===== src/inc/fbd_params.svh =====
// Constants for the fieldbus diagnostic and master state block.
`ifndef FBD_PARAMS_SVH
`define FBD_PARAMS_SVH
`define FBD_OFF_STATUS 8'h00
`define FBD_OFF_PAYLOAD 8'h04
`define FBD_OFF_PAYLOAD_HI 8'h08
`define FBD_OFF_CTRL 8'h0C
`define FBD_OFF_BASE 8'h10
`define FBD_OFF_STATE 8'h14
`define FBD_OFF_DIAG_MSG 8'h18
`define FBD_BIT_VALID 0
`define FBD_BIT_DELETE 1
`define FBD_STATUS_IGNORED 8'h03
`define FBD_MSG_USER_VALID 8'h40
`define FBD_MSG_NONE 8'h00
`define FBD_CTRL_RUN 0
`define FBD_CTRL_PARAMS 1
`define FBD_CTRL_CONFIG 2
`define FBD_CTRL_HWCFG 3
`define FBD_BLINK_HALF_NS 250000000
`define FBD_CLK_PERIOD_NS 5
`define FBD_MIN_KBPS 32'h0000000A
`define FBD_MAX_KBPS 32'h00002EE0
`endif


===== src/inc/fbd_pkg.sv =====
// Types for the fieldbus diagnostic and master state block.
package fbd_pkg;
  typedef enum logic [1:0] {FBD_GC_NONE, FBD_GC_CLEAR, FBD_GC_OPERATE} fbd_gc_t;
  typedef enum logic [1:0] {FBD_OFFLINE, FBD_ONLINE, FBD_EXCHANGE} fbd_mstate_t;
  typedef struct packed {
    logic [15:0] base;
    logic [7:0] status;
    logic [39:0] payload;
  } fbd_diag_t;
  typedef struct packed {
    fbd_gc_t gc;
    logic zero_len;
    logic zero_data;
    logic send_out;
    logic copy_in;
  } fbd_cycle_t;
endpackage : fbd_pkg


===== src/rtl/fbd_core.sv =====
// Fieldbus diagnostic release and master state control with an Avalon-MM register slave.
//
// Decided for this implementation: the Avalon-MM slave port.
`timescale 1ns/1ps
`include "fbd_params.svh"
// Notes on behaviour
// - On a diagnostic, write six-byte block: status byte then five user bytes.
// - Block placement in the process image comes from a configured base address.
// - Status bit 0 rising from 0 to 1 sends the diagnostic to master.
// - Status value 03h is ignored and sends nothing.
// - Status bit 0 marks user data valid and starts a diagnostic.
// - Status bit 1 requests deletion of the diagnostic.
// - Status bits 2 to 7 are reserved without function.
// - Block bytes 1 to 5 equal frame bytes 11 to 15.
// - After reset the interface is inactive and all indicators are dark.
// - With bus parameters, go online, light run indicator, answer at station address.
// - Valid slave configuration enters data exchange, shown on exchange indicator.
// - Power-on and each new hardware configuration pass parameters to master.
// - In STOP broadcast Clear and blink the exchange indicator.
// - In STOP fail-safe slaves get a zero-length output telegram.
// - In STOP other slaves get full telegrams with outputs forced to zero.
// - In STOP slave inputs keep copying into the CPU input area.
// - In RUN broadcast Operate and keep exchange indicator steadily lit.
// - In RUN each slave gets cyclic telegrams with latest outputs.
// - In RUN slave inputs are cyclically copied to the CPU input area.
// - One common bit rate between 9.6 kbit/s and 12 Mbit/s for all stations.
// - Valid user data reports code 40h in the device diagnostic message byte.
module fbd_core #(
  parameter int BLINK_CYCLES = `FBD_BLINK_HALF_NS / `FBD_CLK_PERIOD_NS
) (
  input wire logic core_clk,
  input wire logic rst_n,
  input wire logic [7:0] avs_address,
  input wire logic avs_read,
  input wire logic avs_write,
  input wire logic [31:0] avs_writedata,
  input wire logic [3:0] avs_byteenable,
  output logic [31:0] avs_readdata,
  output logic avs_waitrequest,
  input wire logic cpu_cycle,
  input wire logic [6:0] station_addr,
  input wire logic [6:0] rx_addr,
  input wire logic slave_failsafe,
  output fbd_pkg::fbd_diag_t diag_block,
  output logic diag_block_wr,
  output logic diag_send,
  output logic diag_delete,
  output logic [7:0] diag_msg_code,
  output fbd_pkg::fbd_cycle_t cycle_cmd,
  output logic cycle_cmd_vld,
  output logic addr_match,
  output logic run_indicator,
  output logic data_exchange_indicator,
  output logic params_to_master
);
  // ==========================================================
  // Register bus
  logic [7:0] status_ff, nxt_status;
  logic [39:0] payload_ff, nxt_payload;
  logic [3:0] ctrl_ff, nxt_ctrl;
  logic [15:0] base_ff, nxt_base;
  logic [31:0] rdata_ff, nxt_rdata;
  logic ack_ff, nxt_ack;
  logic [7:0] msg_ff;
  fbd_pkg::fbd_mstate_t mst_ff;
  logic hwcfg_pulse;

  // One wait state: request is answered on the second edge it is held.
  assign avs_waitrequest = (avs_read | avs_write) & ~ack_ff;
  assign avs_readdata = rdata_ff;

  function automatic logic [7:0] merge8(input logic [7:0] old, input logic [7:0] nw, input logic be);
    merge8 = be ? nw : old;
  endfunction : merge8

  always_comb begin
    nxt_status = status_ff;
    nxt_payload = payload_ff;
    nxt_ctrl = ctrl_ff;
    nxt_base = base_ff;
    nxt_rdata = rdata_ff;
    nxt_ack = 1'b0;
    hwcfg_pulse = 1'b0;
    if ((avs_read | avs_write) & ~ack_ff) begin
      nxt_ack = 1'b1;
    end
    if (avs_write & ack_ff) begin
      if (avs_address == `FBD_OFF_STATUS) begin
        nxt_status = merge8(status_ff, avs_writedata[7:0], avs_byteenable[0]);
      end else if (avs_address == `FBD_OFF_PAYLOAD) begin
        nxt_payload[7:0] = merge8(payload_ff[7:0], avs_writedata[7:0], avs_byteenable[0]);
        nxt_payload[15:8] = merge8(payload_ff[15:8], avs_writedata[15:8], avs_byteenable[1]);
        nxt_payload[23:16] = merge8(payload_ff[23:16], avs_writedata[23:16], avs_byteenable[2]);
        nxt_payload[31:24] = merge8(payload_ff[31:24], avs_writedata[31:24], avs_byteenable[3]);
      end else if (avs_address == `FBD_OFF_PAYLOAD_HI) begin
        nxt_payload[39:32] = merge8(payload_ff[39:32], avs_writedata[7:0], avs_byteenable[0]);
      end else if (avs_address == `FBD_OFF_CTRL) begin
        if (avs_byteenable[0]) begin
          nxt_ctrl = {1'b0, avs_writedata[2:0]};
          hwcfg_pulse = avs_writedata[`FBD_CTRL_HWCFG];
        end
      end else if (avs_address == `FBD_OFF_BASE) begin
        nxt_base[7:0] = merge8(base_ff[7:0], avs_writedata[7:0], avs_byteenable[0]);
        nxt_base[15:8] = merge8(base_ff[15:8], avs_writedata[15:8], avs_byteenable[1]);
      end
    end
    if (avs_read & ~ack_ff) begin
      if (avs_address == `FBD_OFF_STATUS) begin
        nxt_rdata = {24'h000000, status_ff};
      end else if (avs_address == `FBD_OFF_PAYLOAD) begin
        nxt_rdata = payload_ff[31:0];
      end else if (avs_address == `FBD_OFF_PAYLOAD_HI) begin
        nxt_rdata = {24'h000000, payload_ff[39:32]};
      end else if (avs_address == `FBD_OFF_CTRL) begin
        nxt_rdata = {28'h0000000, ctrl_ff};
      end else if (avs_address == `FBD_OFF_BASE) begin
        nxt_rdata = {16'h0000, base_ff};
      end else if (avs_address == `FBD_OFF_STATE) begin
        nxt_rdata = {30'h00000000, mst_ff};
      end else if (avs_address == `FBD_OFF_DIAG_MSG) begin
        nxt_rdata = {24'h000000, msg_ff};
      end else begin
        // Unmapped reads answer zero so software never stalls.
        nxt_rdata = 32'h00000000;
      end
    end
  end

  always_ff @(posedge core_clk or negedge rst_n) begin
    if (!rst_n) begin
      status_ff <= 8'h00;
      payload_ff <= 40'h0000000000;
      ctrl_ff <= 4'h0;
      base_ff <= 16'h0000;
      rdata_ff <= 32'h00000000;
      ack_ff <= 1'b0;
    end else begin
      status_ff <= nxt_status;
      payload_ff <= nxt_payload;
      ctrl_ff <= nxt_ctrl;
      base_ff <= nxt_base;
      rdata_ff <= nxt_rdata;
      ack_ff <= nxt_ack;
    end
  end

  // ==========================================================
  // Diagnostic release
  logic [7:0] prev_ff, nxt_prev;
  fbd_pkg::fbd_diag_t blk_ff, nxt_blk;
  logic wr_ff, nxt_wr, send_ff, nxt_send, del_ff, nxt_del;
  logic [7:0] nxt_msg;
  logic rise;

  // Reserved bits 2..7 take part only in the whole-byte comparison with the ignored value 03h.
  assign rise = status_ff[`FBD_BIT_VALID] & ~prev_ff[`FBD_BIT_VALID];

  always_comb begin
    nxt_prev = prev_ff;
    nxt_blk = blk_ff;
    nxt_wr = 1'b0;
    nxt_send = 1'b0;
    nxt_del = 1'b0;
    nxt_msg = msg_ff;
    if (cpu_cycle) begin
      nxt_prev = status_ff;
      if (status_ff != `FBD_STATUS_IGNORED) begin
        if (rise) begin
          nxt_blk.base = base_ff;
          nxt_blk.status = status_ff;
          nxt_blk.payload = payload_ff;
          nxt_wr = 1'b1;
          nxt_send = 1'b1;
          nxt_msg = `FBD_MSG_USER_VALID;
        end
        if (status_ff[`FBD_BIT_DELETE] & ~prev_ff[`FBD_BIT_DELETE]) begin
          nxt_del = 1'b1;
          // A diagnostic released in the same cycle keeps its valid code.
          if (!rise) begin
            nxt_msg = `FBD_MSG_NONE;
          end
        end
      end
    end
  end

  always_ff @(posedge core_clk or negedge rst_n) begin
    if (!rst_n) begin
      prev_ff <= 8'h00;
      blk_ff <= '0;
      wr_ff <= 1'b0;
      send_ff <= 1'b0;
      del_ff <= 1'b0;
      msg_ff <= 8'h00;
    end else begin
      prev_ff <= nxt_prev;
      blk_ff <= nxt_blk;
      wr_ff <= nxt_wr;
      send_ff <= nxt_send;
      del_ff <= nxt_del;
      msg_ff <= nxt_msg;
    end
  end

  assign diag_block = blk_ff;
  assign diag_block_wr = wr_ff;
  assign diag_send = send_ff;
  assign diag_delete = del_ff;
  assign diag_msg_code = msg_ff;

  // ==========================================================
  // Master state
  fbd_pkg::fbd_mstate_t nxt_mst;
  logic ptm_ff, nxt_ptm, booted_ff, nxt_booted;
  fbd_pkg::fbd_cycle_t cmd_ff, nxt_cmd;
  logic cvld_ff, nxt_cvld;
  logic [31:0] blink_cnt_ff, nxt_blink_cnt;
  logic blink_ff, nxt_blink;
  logic run_mode;

  assign run_mode = ctrl_ff[`FBD_CTRL_RUN];

  always_comb begin
    nxt_mst = mst_ff;
    nxt_ptm = 1'b0;
    nxt_booted = 1'b1;
    nxt_cmd = cmd_ff;
    nxt_cvld = 1'b0;
    // Parameters go to the master on the first cycle after reset and per new configuration.
    if (!booted_ff || hwcfg_pulse) begin
      nxt_ptm = 1'b1;
    end
    case (mst_ff)
      fbd_pkg::FBD_OFFLINE: begin
        if (ctrl_ff[`FBD_CTRL_PARAMS]) begin
          nxt_mst = fbd_pkg::FBD_ONLINE;
        end
      end
      fbd_pkg::FBD_ONLINE: begin
        if (!ctrl_ff[`FBD_CTRL_PARAMS]) begin
          nxt_mst = fbd_pkg::FBD_OFFLINE;
        end else if (ctrl_ff[`FBD_CTRL_CONFIG]) begin
          nxt_mst = fbd_pkg::FBD_EXCHANGE;
        end
      end
      fbd_pkg::FBD_EXCHANGE: begin
        if (!ctrl_ff[`FBD_CTRL_PARAMS]) begin
          nxt_mst = fbd_pkg::FBD_OFFLINE;
        end else if (!ctrl_ff[`FBD_CTRL_CONFIG]) begin
          nxt_mst = fbd_pkg::FBD_ONLINE;
        end
      end
      default: begin
        nxt_mst = fbd_pkg::FBD_OFFLINE;
      end
    endcase
    if (cpu_cycle && mst_ff == fbd_pkg::FBD_EXCHANGE) begin
      nxt_cvld = 1'b1;
      nxt_cmd.copy_in = 1'b1;
      if (run_mode) begin
        nxt_cmd.gc = fbd_pkg::FBD_GC_OPERATE;
        nxt_cmd.zero_len = 1'b0;
        nxt_cmd.zero_data = 1'b0;
        nxt_cmd.send_out = 1'b1;
      end else begin
        nxt_cmd.gc = fbd_pkg::FBD_GC_CLEAR;
        nxt_cmd.zero_len = slave_failsafe;
        nxt_cmd.zero_data = ~slave_failsafe;
        nxt_cmd.send_out = 1'b1;
      end
    end
    nxt_blink_cnt = blink_cnt_ff + 32'h00000001;
    nxt_blink = blink_ff;
    if (blink_cnt_ff >= BLINK_CYCLES - 1) begin
      nxt_blink_cnt = 32'h00000000;
      nxt_blink = ~blink_ff;
    end
  end

  always_ff @(posedge core_clk or negedge rst_n) begin
    if (!rst_n) begin
      mst_ff <= fbd_pkg::FBD_OFFLINE;
      ptm_ff <= 1'b0;
      booted_ff <= 1'b0;
      cmd_ff <= '0;
      cvld_ff <= 1'b0;
      blink_cnt_ff <= 32'h00000000;
      blink_ff <= 1'b0;
    end else begin
      mst_ff <= nxt_mst;
      ptm_ff <= nxt_ptm;
      booted_ff <= nxt_booted;
      cmd_ff <= nxt_cmd;
      cvld_ff <= nxt_cvld;
      blink_cnt_ff <= nxt_blink_cnt;
      blink_ff <= nxt_blink;
    end
  end

  // Bit rate selection lives in the serial engine outside; slaves follow the master's rate.
  assign cycle_cmd = cmd_ff;
  assign cycle_cmd_vld = cvld_ff;
  assign params_to_master = ptm_ff;
  assign run_indicator = (mst_ff != fbd_pkg::FBD_OFFLINE);
  assign addr_match = (mst_ff != fbd_pkg::FBD_OFFLINE) && (rx_addr == station_addr);
  assign data_exchange_indicator = (mst_ff == fbd_pkg::FBD_EXCHANGE) && (run_mode | blink_ff);

  // ==========================================================
  // Checks
  a_diag_send_rise: assert property (@(posedge core_clk) disable iff (!rst_n)
    (cpu_cycle && rise && status_ff != `FBD_STATUS_IGNORED) |=> diag_send)
    else $error("diagnostic not sent on rising valid bit");
  a_ignore_three: assert property (@(posedge core_clk) disable iff (!rst_n)
    (status_ff == `FBD_STATUS_IGNORED) |=> !diag_send)
    else $error("status 03h produced a diagnostic");
  a_block_copy: assert property (@(posedge core_clk) disable iff (!rst_n)
    diag_block_wr |-> (diag_block.payload == $past(payload_ff) && diag_block.base == $past(base_ff)))
    else $error("diagnostic block contents wrong");
  a_msg_code: assert property (@(posedge core_clk) disable iff (!rst_n)
    diag_send |-> diag_msg_code == `FBD_MSG_USER_VALID)
    else $error("valid diagnostic code missing");
  a_stop_clear: assert property (@(posedge core_clk) disable iff (!rst_n)
    (cycle_cmd_vld && $past(!run_mode)) |-> (cycle_cmd.gc == fbd_pkg::FBD_GC_CLEAR && cycle_cmd.copy_in))
    else $error("STOP cycle without Clear");
  a_run_operate: assert property (@(posedge core_clk) disable iff (!rst_n)
    (cycle_cmd_vld && $past(run_mode)) |-> (cycle_cmd.gc == fbd_pkg::FBD_GC_OPERATE && !cycle_cmd.zero_data))
    else $error("RUN cycle without Operate");
  a_failsafe_len: assert property (@(posedge core_clk) disable iff (!rst_n)
    (cycle_cmd_vld && $past(!run_mode)) |-> (cycle_cmd.zero_len == $past(slave_failsafe)))
    else $error("fail-safe telegram length wrong");
  a_offline_dark: assert property (@(posedge core_clk) disable iff (!rst_n)
    (mst_ff == fbd_pkg::FBD_OFFLINE) |-> (!run_indicator && !data_exchange_indicator && !addr_match))
    else $error("indicator lit while offline");
  a_online_step: assert property (@(posedge core_clk) disable iff (!rst_n)
    (mst_ff == fbd_pkg::FBD_OFFLINE && ctrl_ff[`FBD_CTRL_PARAMS]) |=> run_indicator)
    else $error("master did not go online");
endmodule : fbd_core


===== config.mk =====
export PLATFORM = sky130hd
export DESIGN_NAME = fbd_core
export DESIGN_NICKNAME = d
export VERILOG_FILES = /design/src/inc/fbd_pkg.sv /design/src/rtl/fbd_core.sv
export VERILOG_INCLUDE_DIRS = /design/src /design/src/inc
export SDC_FILE = /design/constraint.sdc
export NUM_CORES = 1
export LEC_CHECK = 0
export ABC_AREA = 1
export BUFFER_PORTS_ARGS = -buffer_cell sky130_fd_sc_hd__buf_2
export CORE_MARGIN = 2
export CORE_UTILIZATION = 35
export DETAILED_ROUTE_END_ITERATION = 6
export PLACE_DENSITY_LB_ADDON = 0.08
export SLEW_MARGIN = 0
export SYNTH_ARGS = -nofsm -noshare
export SYNTH_HDL_FRONTEND = slang
export SYNTH_SLANG_ARGS = --single-unit

===== constraint.sdc =====
create_clock -name core_clk -period 3.78 [get_ports core_clk]
set_input_delay 0.756 -clock core_clk [delete_from_list [all_inputs] [get_ports core_clk]]
set_output_delay 0.756 -clock core_clk [all_outputs]
set_load 0.1 [all_outputs]

==> run metrics, run 1 <==
status completed; crit path to addr_match; crit end category primary output; clock share of power a little over two fifths; cts hold-fix bufs 0; IO buf count about 180; Int Pwr a little over 4 mW; sequential fraction of the synthesis area 59.6%; Total Wirelength ~25 mm; Max Fclk 385 MHz; nets@finish between 1000 and 1500; crit-path max cell delay 0.46 ns; reg-to-reg slack, setup 1.40 ns; Die Area 0.0276 mm^2; I/O pins 183; number of global-route vias before repair 7307; library cells used by synthesis 34; R2R Path Start status_ff[7]; Vias per Instance 4.64; Clock Latency Late Sink ~0.52 ns; switch share 30.7%; cell depth of the worst setup path 5; final hold vios 0; Reg-to-Reg End diag_block[12]; clk sinks 219; min-delay worst type in -> async; type of origin of the critical path flip-flop; Die Span X 166 um; DR WL/cell between 15 and 20 um; fillers 2642; Vias 7351; Setup crit start mst_ff[0]; largest net degree at the start of global routing roughly 110; RD Place Congestion 0.832; r2r worst-path depth 5; setup slack at placement 1.21 ns; leakage 5.80 nW; CTS Buffer Depth 3; Max FO, Critical Path 4; DRC 0; Area Overhead vs Synth 23.4%; Worst VDD drop 0.351 mV; first-pass GRT wire length 40.4 mm; Reg clk slew, reported paths 0.06 ns; synthesized cell area 0.00920 mm^2; Crit-path slowest cell buf_2; Max Cap Viol 0; Setup Viol. Count Final 0; share of cells above drive strength 1 a little over a fifth; htree depth 1; synth warn 0; gr usage total 18.1%; setup_tns 0 ns; total clock buffers created by CTS 25; commonest non-fill, non-tap cell in the layout nand2_1; GRT overflow 0; Final Max Slew Viols 0; Post-DP HPWL 17.6 mm; postcts setup bufs 0; Data required, critical path 3.02 ns; worst slew pin tran between 0.9 and 1 ns; Post-Syn Instances roughly 1000; Switch Pwr 1.82 mW; critical path cell sequence nor2_1, inv_1, o21ai_0, nor4_2, buf_2; setup ws final between 1 and 1.5 ns; antenna-violating nets left 0; initial antenna violation count 0; Worst Skew around 0.013 ns; path type of the worst setup path reg -> out; commonest cells after routing, fill and taps aside nand2_1 (294), dfrtp_1 (219), buf_2 (181); Seq pwr share a little over two fifths; Mean Syn Cell Area 8.85 um^2; combinational share of power between 10% and 20%; unrepaired setup endpoints after global routing no; post_cts resized 0; FF+latch count, synth 219; 1st-iter DRT viols 484; Row Count between 50 and 60; hold slack 0.289 ns; Core Region between 0.02 and 0.03 mm^2; worst path bufs/invs 2; Root Driver clkbuf_16; critical path arrival roughly 1.8 ns; post-layout util 43.8%; initial core utilization between 30% and 40%; CTS tree done; CP top delay family buffers and inverters; Diodes inserted 0; pwr dens 524 mW/mm^2; Tmin final 2.60 ns; Initial DRT Pass Iterations 5; DIE HEIGHT 166 um; Slew HR 39.3%; Period Utilization, post-route 68.8%
==> routing by layer <==
metal / track usage (%) / part of all wire (%)
met1: 26.4 / 48
met2: 27.9 / 44
met3: 4.00 / 6.2
met4: 4.12 / 2.1
met5: 0 / 0
==> cells in the mapped netlist <==
library cell | n | area (um^2)
a21oi_1 | 12 | 60.1
a31oi_1 | 3 | 18.8
buf_2 | 10 | 50.1
buf_4 | 4 | 30.0
buf_6 | 2 | 22.5
clkbuf_1 | 15 | 56.3
conb_1 | 2 | 7.51
dfrtp_1 | 219 | 5480
ha_1 | 1 | 12.5
inv_1 | 129 | 484
inv_2 | 4 | 15.0
mux2_2 | 9 | 101
nand2_1 | 294 | 1100
nand2_2 | 7 | 43.8
nand3_1 | 36 | 180
nand3_2 | 1 | 10.0
nand4_1 | 22 | 138
nand4_2 | 1 | 12.5
nor2_1 | 84 | 315
nor2_2 | 2 | 12.5
nor2_4 | 4 | 45.0
nor3_1 | 13 | 65.1
nor3_2 | 2 | 20.0
nor4_1 | 5 | 31.3
o211ai_1 | 1 | 7.51
o21a_1 | 2 | 15.0
o21ai_0 | 94 | 470
o21ai_1 | 37 | 185
o221ai_1 | 8 | 70.1
o22ai_1 | 1 | 6.26
o31ai_1 | 1 | 7.51
or2_2 | 3 | 18.8
xnor2_1 | 4 | 35.0
xor2_1 | 8 | 70.1
==> power by group through the flow <==
stage,clock network [mW],registers (mW),logic (mW)
2_1_floorplan,0,3.11,0.137
5_1_grt,2.67,2.52,0.997
3_5_place_dp,0,2.56,0.953
6_report,2.50,2.51,0.944
4_1_cts,2.57,2.51,0.954
3_3_place_gp,0,2.55,0.952
==> logic make-up (layout without fill, tap and decap cells) <==
family | Yosys count | in the layout | synth area share (%)
simple gates | 474 | 474 | 21.7
mux | 9 | 9 | 1.10
other cells | 2 | 7 | 0.0816
buf+inv | 164 | 369 | 7.15
fa+ha+maj | 1 | 1 | 0.136
xor+xnor | 12 | 12 | 1.14
compound gates | 159 | 159 | 9.14
flops | 219 | 219 | 59.6
==> through the flow <==
stage,cells,instance area (um^2),total power [mW]
after floorplan,1045,9230,3.25
after global placement,1539,10500,3.50
after detailed placement,1539,10500,3.51
after CTS,1585,11400,6.04
after global routing,1585,11400,6.19
final,1585,11400,5.95
==> registers in the layout (all words and copies together) (netlist names), 2 cells and up <==
signal,flops
diag_msg_code,8
blink_cnt_ff,32
prev_ff,2
mst_ff,2
base_ff,16
status_ff,8
payload_ff,40
diag_block,64
cycle_cmd,5
avs_readdata,32
ctrl_ff,3
==> how the worst min path moves through the flow <==
stage / depth (start not counted) / startpoint / to
floorplan: 1 / booted_ff / params_to_master
global placement: 1 / booted_ff / params_to_master
detailed placement: 1 / booted_ff / params_to_master
CTS: 1 / rst_n / diag_block[56]
global route: 1 / rst_n / diag_block[7]
finish: 1 / rst_n / diag_block[5]
==> area by class of cell <==
class | count | area, um^2 | share of cell area [%]
Sequential cell | 219 | 5480 | 48.3
Clock inverter | 8 | 121 | 1.07
Timing Repair Buffer | 190 | 1010 | 8.86
Clock buffer | 38 | 734 | 6.47
Tap cell | 335 | 419 | 3.69
Inverter | 133 | 499 | 4.40
Multi-Input combinational cell | 662 | 3090 | 27.2
Power figures use the tool's default switching activity.
==> run 2, diff against run 1 <==
- clock period: 3.78 -> 2.3 ns (I/O delays scaled with it)
==> run 2 against run 1 <==
  * Non-clock buffer count is 8 higher
  * Via count hardly changed
  * Cell count is 0.57% higher
  * Largest power group unchanged
==> run metrics, run 2 (synthesized netlist as in run 1, its figures left out) <==
max reg flops 64 (unchanged); Overall Power 9.67 mW (+62%); worst slew pin tran 0.532 ns (-0.379 ns); crit-path max cell delay 0.43 ns (-0.03 ns); Max FO, Critical Path 4 (unchanged); Worst VDD drop 0.668 mV (+90%); DR WL/cell 15.4 um (-2.0%); CTS Buffer Depth 3 (unchanged); initial core utilization 35.5% (unchanged); Area Overhead vs Synth 24.5%; DIE HEIGHT 166 um (unchanged); Data required, critical path 1.84 ns (-1.18 ns); setup slack at placement 0.247 ns (-0.961 ns); I/O pins 183 (unchanged); critical path arrival 1.72 ns (-0.12 ns); first-pass GRT wire length 39.9 mm (-1.3%); cts hold-fix bufs 1 (+1); Initial DRT Pass Iterations 5 (unchanged); reg-to-reg slack, setup 0.39 ns (-1.01 ns); Reg clk slew, reported paths 0.05 ns (about the same); unrepaired setup endpoints after global routing no; commonest non-fill, non-tap cell in the layout nand2_1; Vias 7349 (-0.027%); Crit-path slowest cell buf_2; Root Driver clkbuf_16; critical path cell sequence inv_1, nor2_1, o21a_1, buf_2; pwr dens 844 mW/mm^2 (+61%); setup_tns 0 ns (unchanged); total clock buffers created by CTS 27 (+8.0%); final hold vios 0 (unchanged); antenna-violating nets left 0 (unchanged); Max Cap Viol 0 (unchanged); largest net degree at the start of global routing 78 (-26%); post_cts resized 0 (unchanged); setup ws final 0.125 ns (-1.06 ns); share of cells above drive strength 1 21.7% (+0.66 points); Post-DP HPWL 17.6 mm (-0.16%); IO buf count 182 (unchanged); type of origin of the critical path flip-flop; hold_sp slave_failsafe; crit end category primary output; R2R Path Start status_ff[7]; htree depth 1 (unchanged); Hold Crit Depth 2; post-route cell area 0.0115 mm^2 (+0.94%); Die Area 0.0276 mm^2 (unchanged); RD Place Congestion 0.835 (+0.41%); Vias per Instance 4.61 (-0.59%); leakage 5.84 nW (+0.72%); Clock Latency Late Sink 0.53 ns (about the same); Setup Viol. Count Final 0 (unchanged); path type of the worst setup path reg -> out; Total Wirelength 24.5 mm (-1.4%); switch share 31.2% (+0.50 points); Switch Pwr 3.01 mW (+65%); Worst Hold End cycle_cmd[2]; Seq pwr share 42.7% (+0.5 points); Worst Skew 0.0107 ns (-0.00256 ns); Int Pwr 6.65 mW (+61%); commonest cells after routing, fill and taps aside nand2_1 (294), dfrtp_1 (219), buf_2 (180); min-delay worst type in -> reg; combinational share of power 16.2% (+0.3 points); clk sinks 219 (unchanged); CTS tree done; Reg-to-Reg End diag_block[23]; Core Region 0.0259 mm^2 (unchanged); clock share of power 41.2% (-0.7 points); DRC 0 (unchanged); dpl cell area 0.0106 mm^2 (+1.1%); Max Fclk about 460 MHz; Row Count 59 (unchanged); initial antenna violation count 1 (+1); nets@finish 1306 (+0.77%); Die Span X 166 um (unchanged); 1st-iter DRT viols 483 (-0.21%); Period Utilization, post-route 94.6%; r2r worst-path depth 5 (unchanged); Slew HR 64.8% (+26 points); fillers 2639 (-0.11%); Tmin final 2.18 ns; postcts setup bufs 0 (unchanged); hold slack 0.130 ns (-0.159 ns); Setup crit start mst_ff[1]; status completed; GRT overflow 0 (unchanged); number of global-route vias before repair 7213 (-1.3%); gr usage total 17.9% (-0.25 points); Final Max Slew Viols 0 (unchanged)
-- run 2: cell types whose count changed in the layout (fill, tap and decap cells not counted), sizes merged --
cell / change
buf: +7
clkbuf: +4
bufinv: -3
clkinv: -1
clkinvlp: +1
diode: +1
dlygate4sd3: +1
inv: -1
-- run 2: worst max-delay path by stage --
stage                               to  cells past startpoint
5_1_grt        data_exchange_indicator                      4
3_3_place_gp           avs_readdata[8]                     10
4_1_cts        data_exchange_indicator                      4
3_5_place_dp          avs_readdata[13]                     10
2_1_floorplan               addr_match                      4
6_report       data_exchange_indicator                      4
-- run 2: routing by layer --
metal | GRT usage (%) | routed length [um] | part of all wire [%] | vias up
met3 | 4.60 | 1870 | 7.6 | 31
met1 | 26.0 | 11800 | 48 | 3404
met2 | 26.9 | 10400 | 42 | 212
li1 | - | - | - | 3702
met5 | 0 | 0 | 0 | -
met4 | 4.39 | 495 | 2.0 | 0
-- run 2: final cells by class --
type                       instances  area (um^2)  area share, %
clock buffer                      42          812           7.09
clock inverter                     4         26.3          0.229
tap                              335          419           3.66
antenna                            1         2.50         0.0218
timing repair buffer             198         1110           9.67
sequential                       219         5480           47.8
multi-input combinational        662         3110           27.1
inverter                         133          503           4.39
-- run 2: through the flow --
stage	std cells	util (%)
floorplan	1045	-
global placement	1546	40.9
detailed placement	1546	40.9
CTS	1593	44.2
global route	1594	44.2
finish	1594	44.2
-- run 2: power by group through the flow --
stage	registers, mW	logic (mW)	clock network (mW)
floorplan	5.11	0.228	0
CTS	4.13	1.58	4.10
global placement	4.19	1.58	0
global route	4.15	1.66	4.25
finish	4.12	1.56	3.98
detailed placement	4.19	1.58	0
-- run 2: worst max-delay path: cells and delay by family, from the launching register on --
kind	cells	cell delay (ns)
buf+inv	2	0.48
flops	1	0.42
simple gates	1	0.15
compound gates	1	0.14
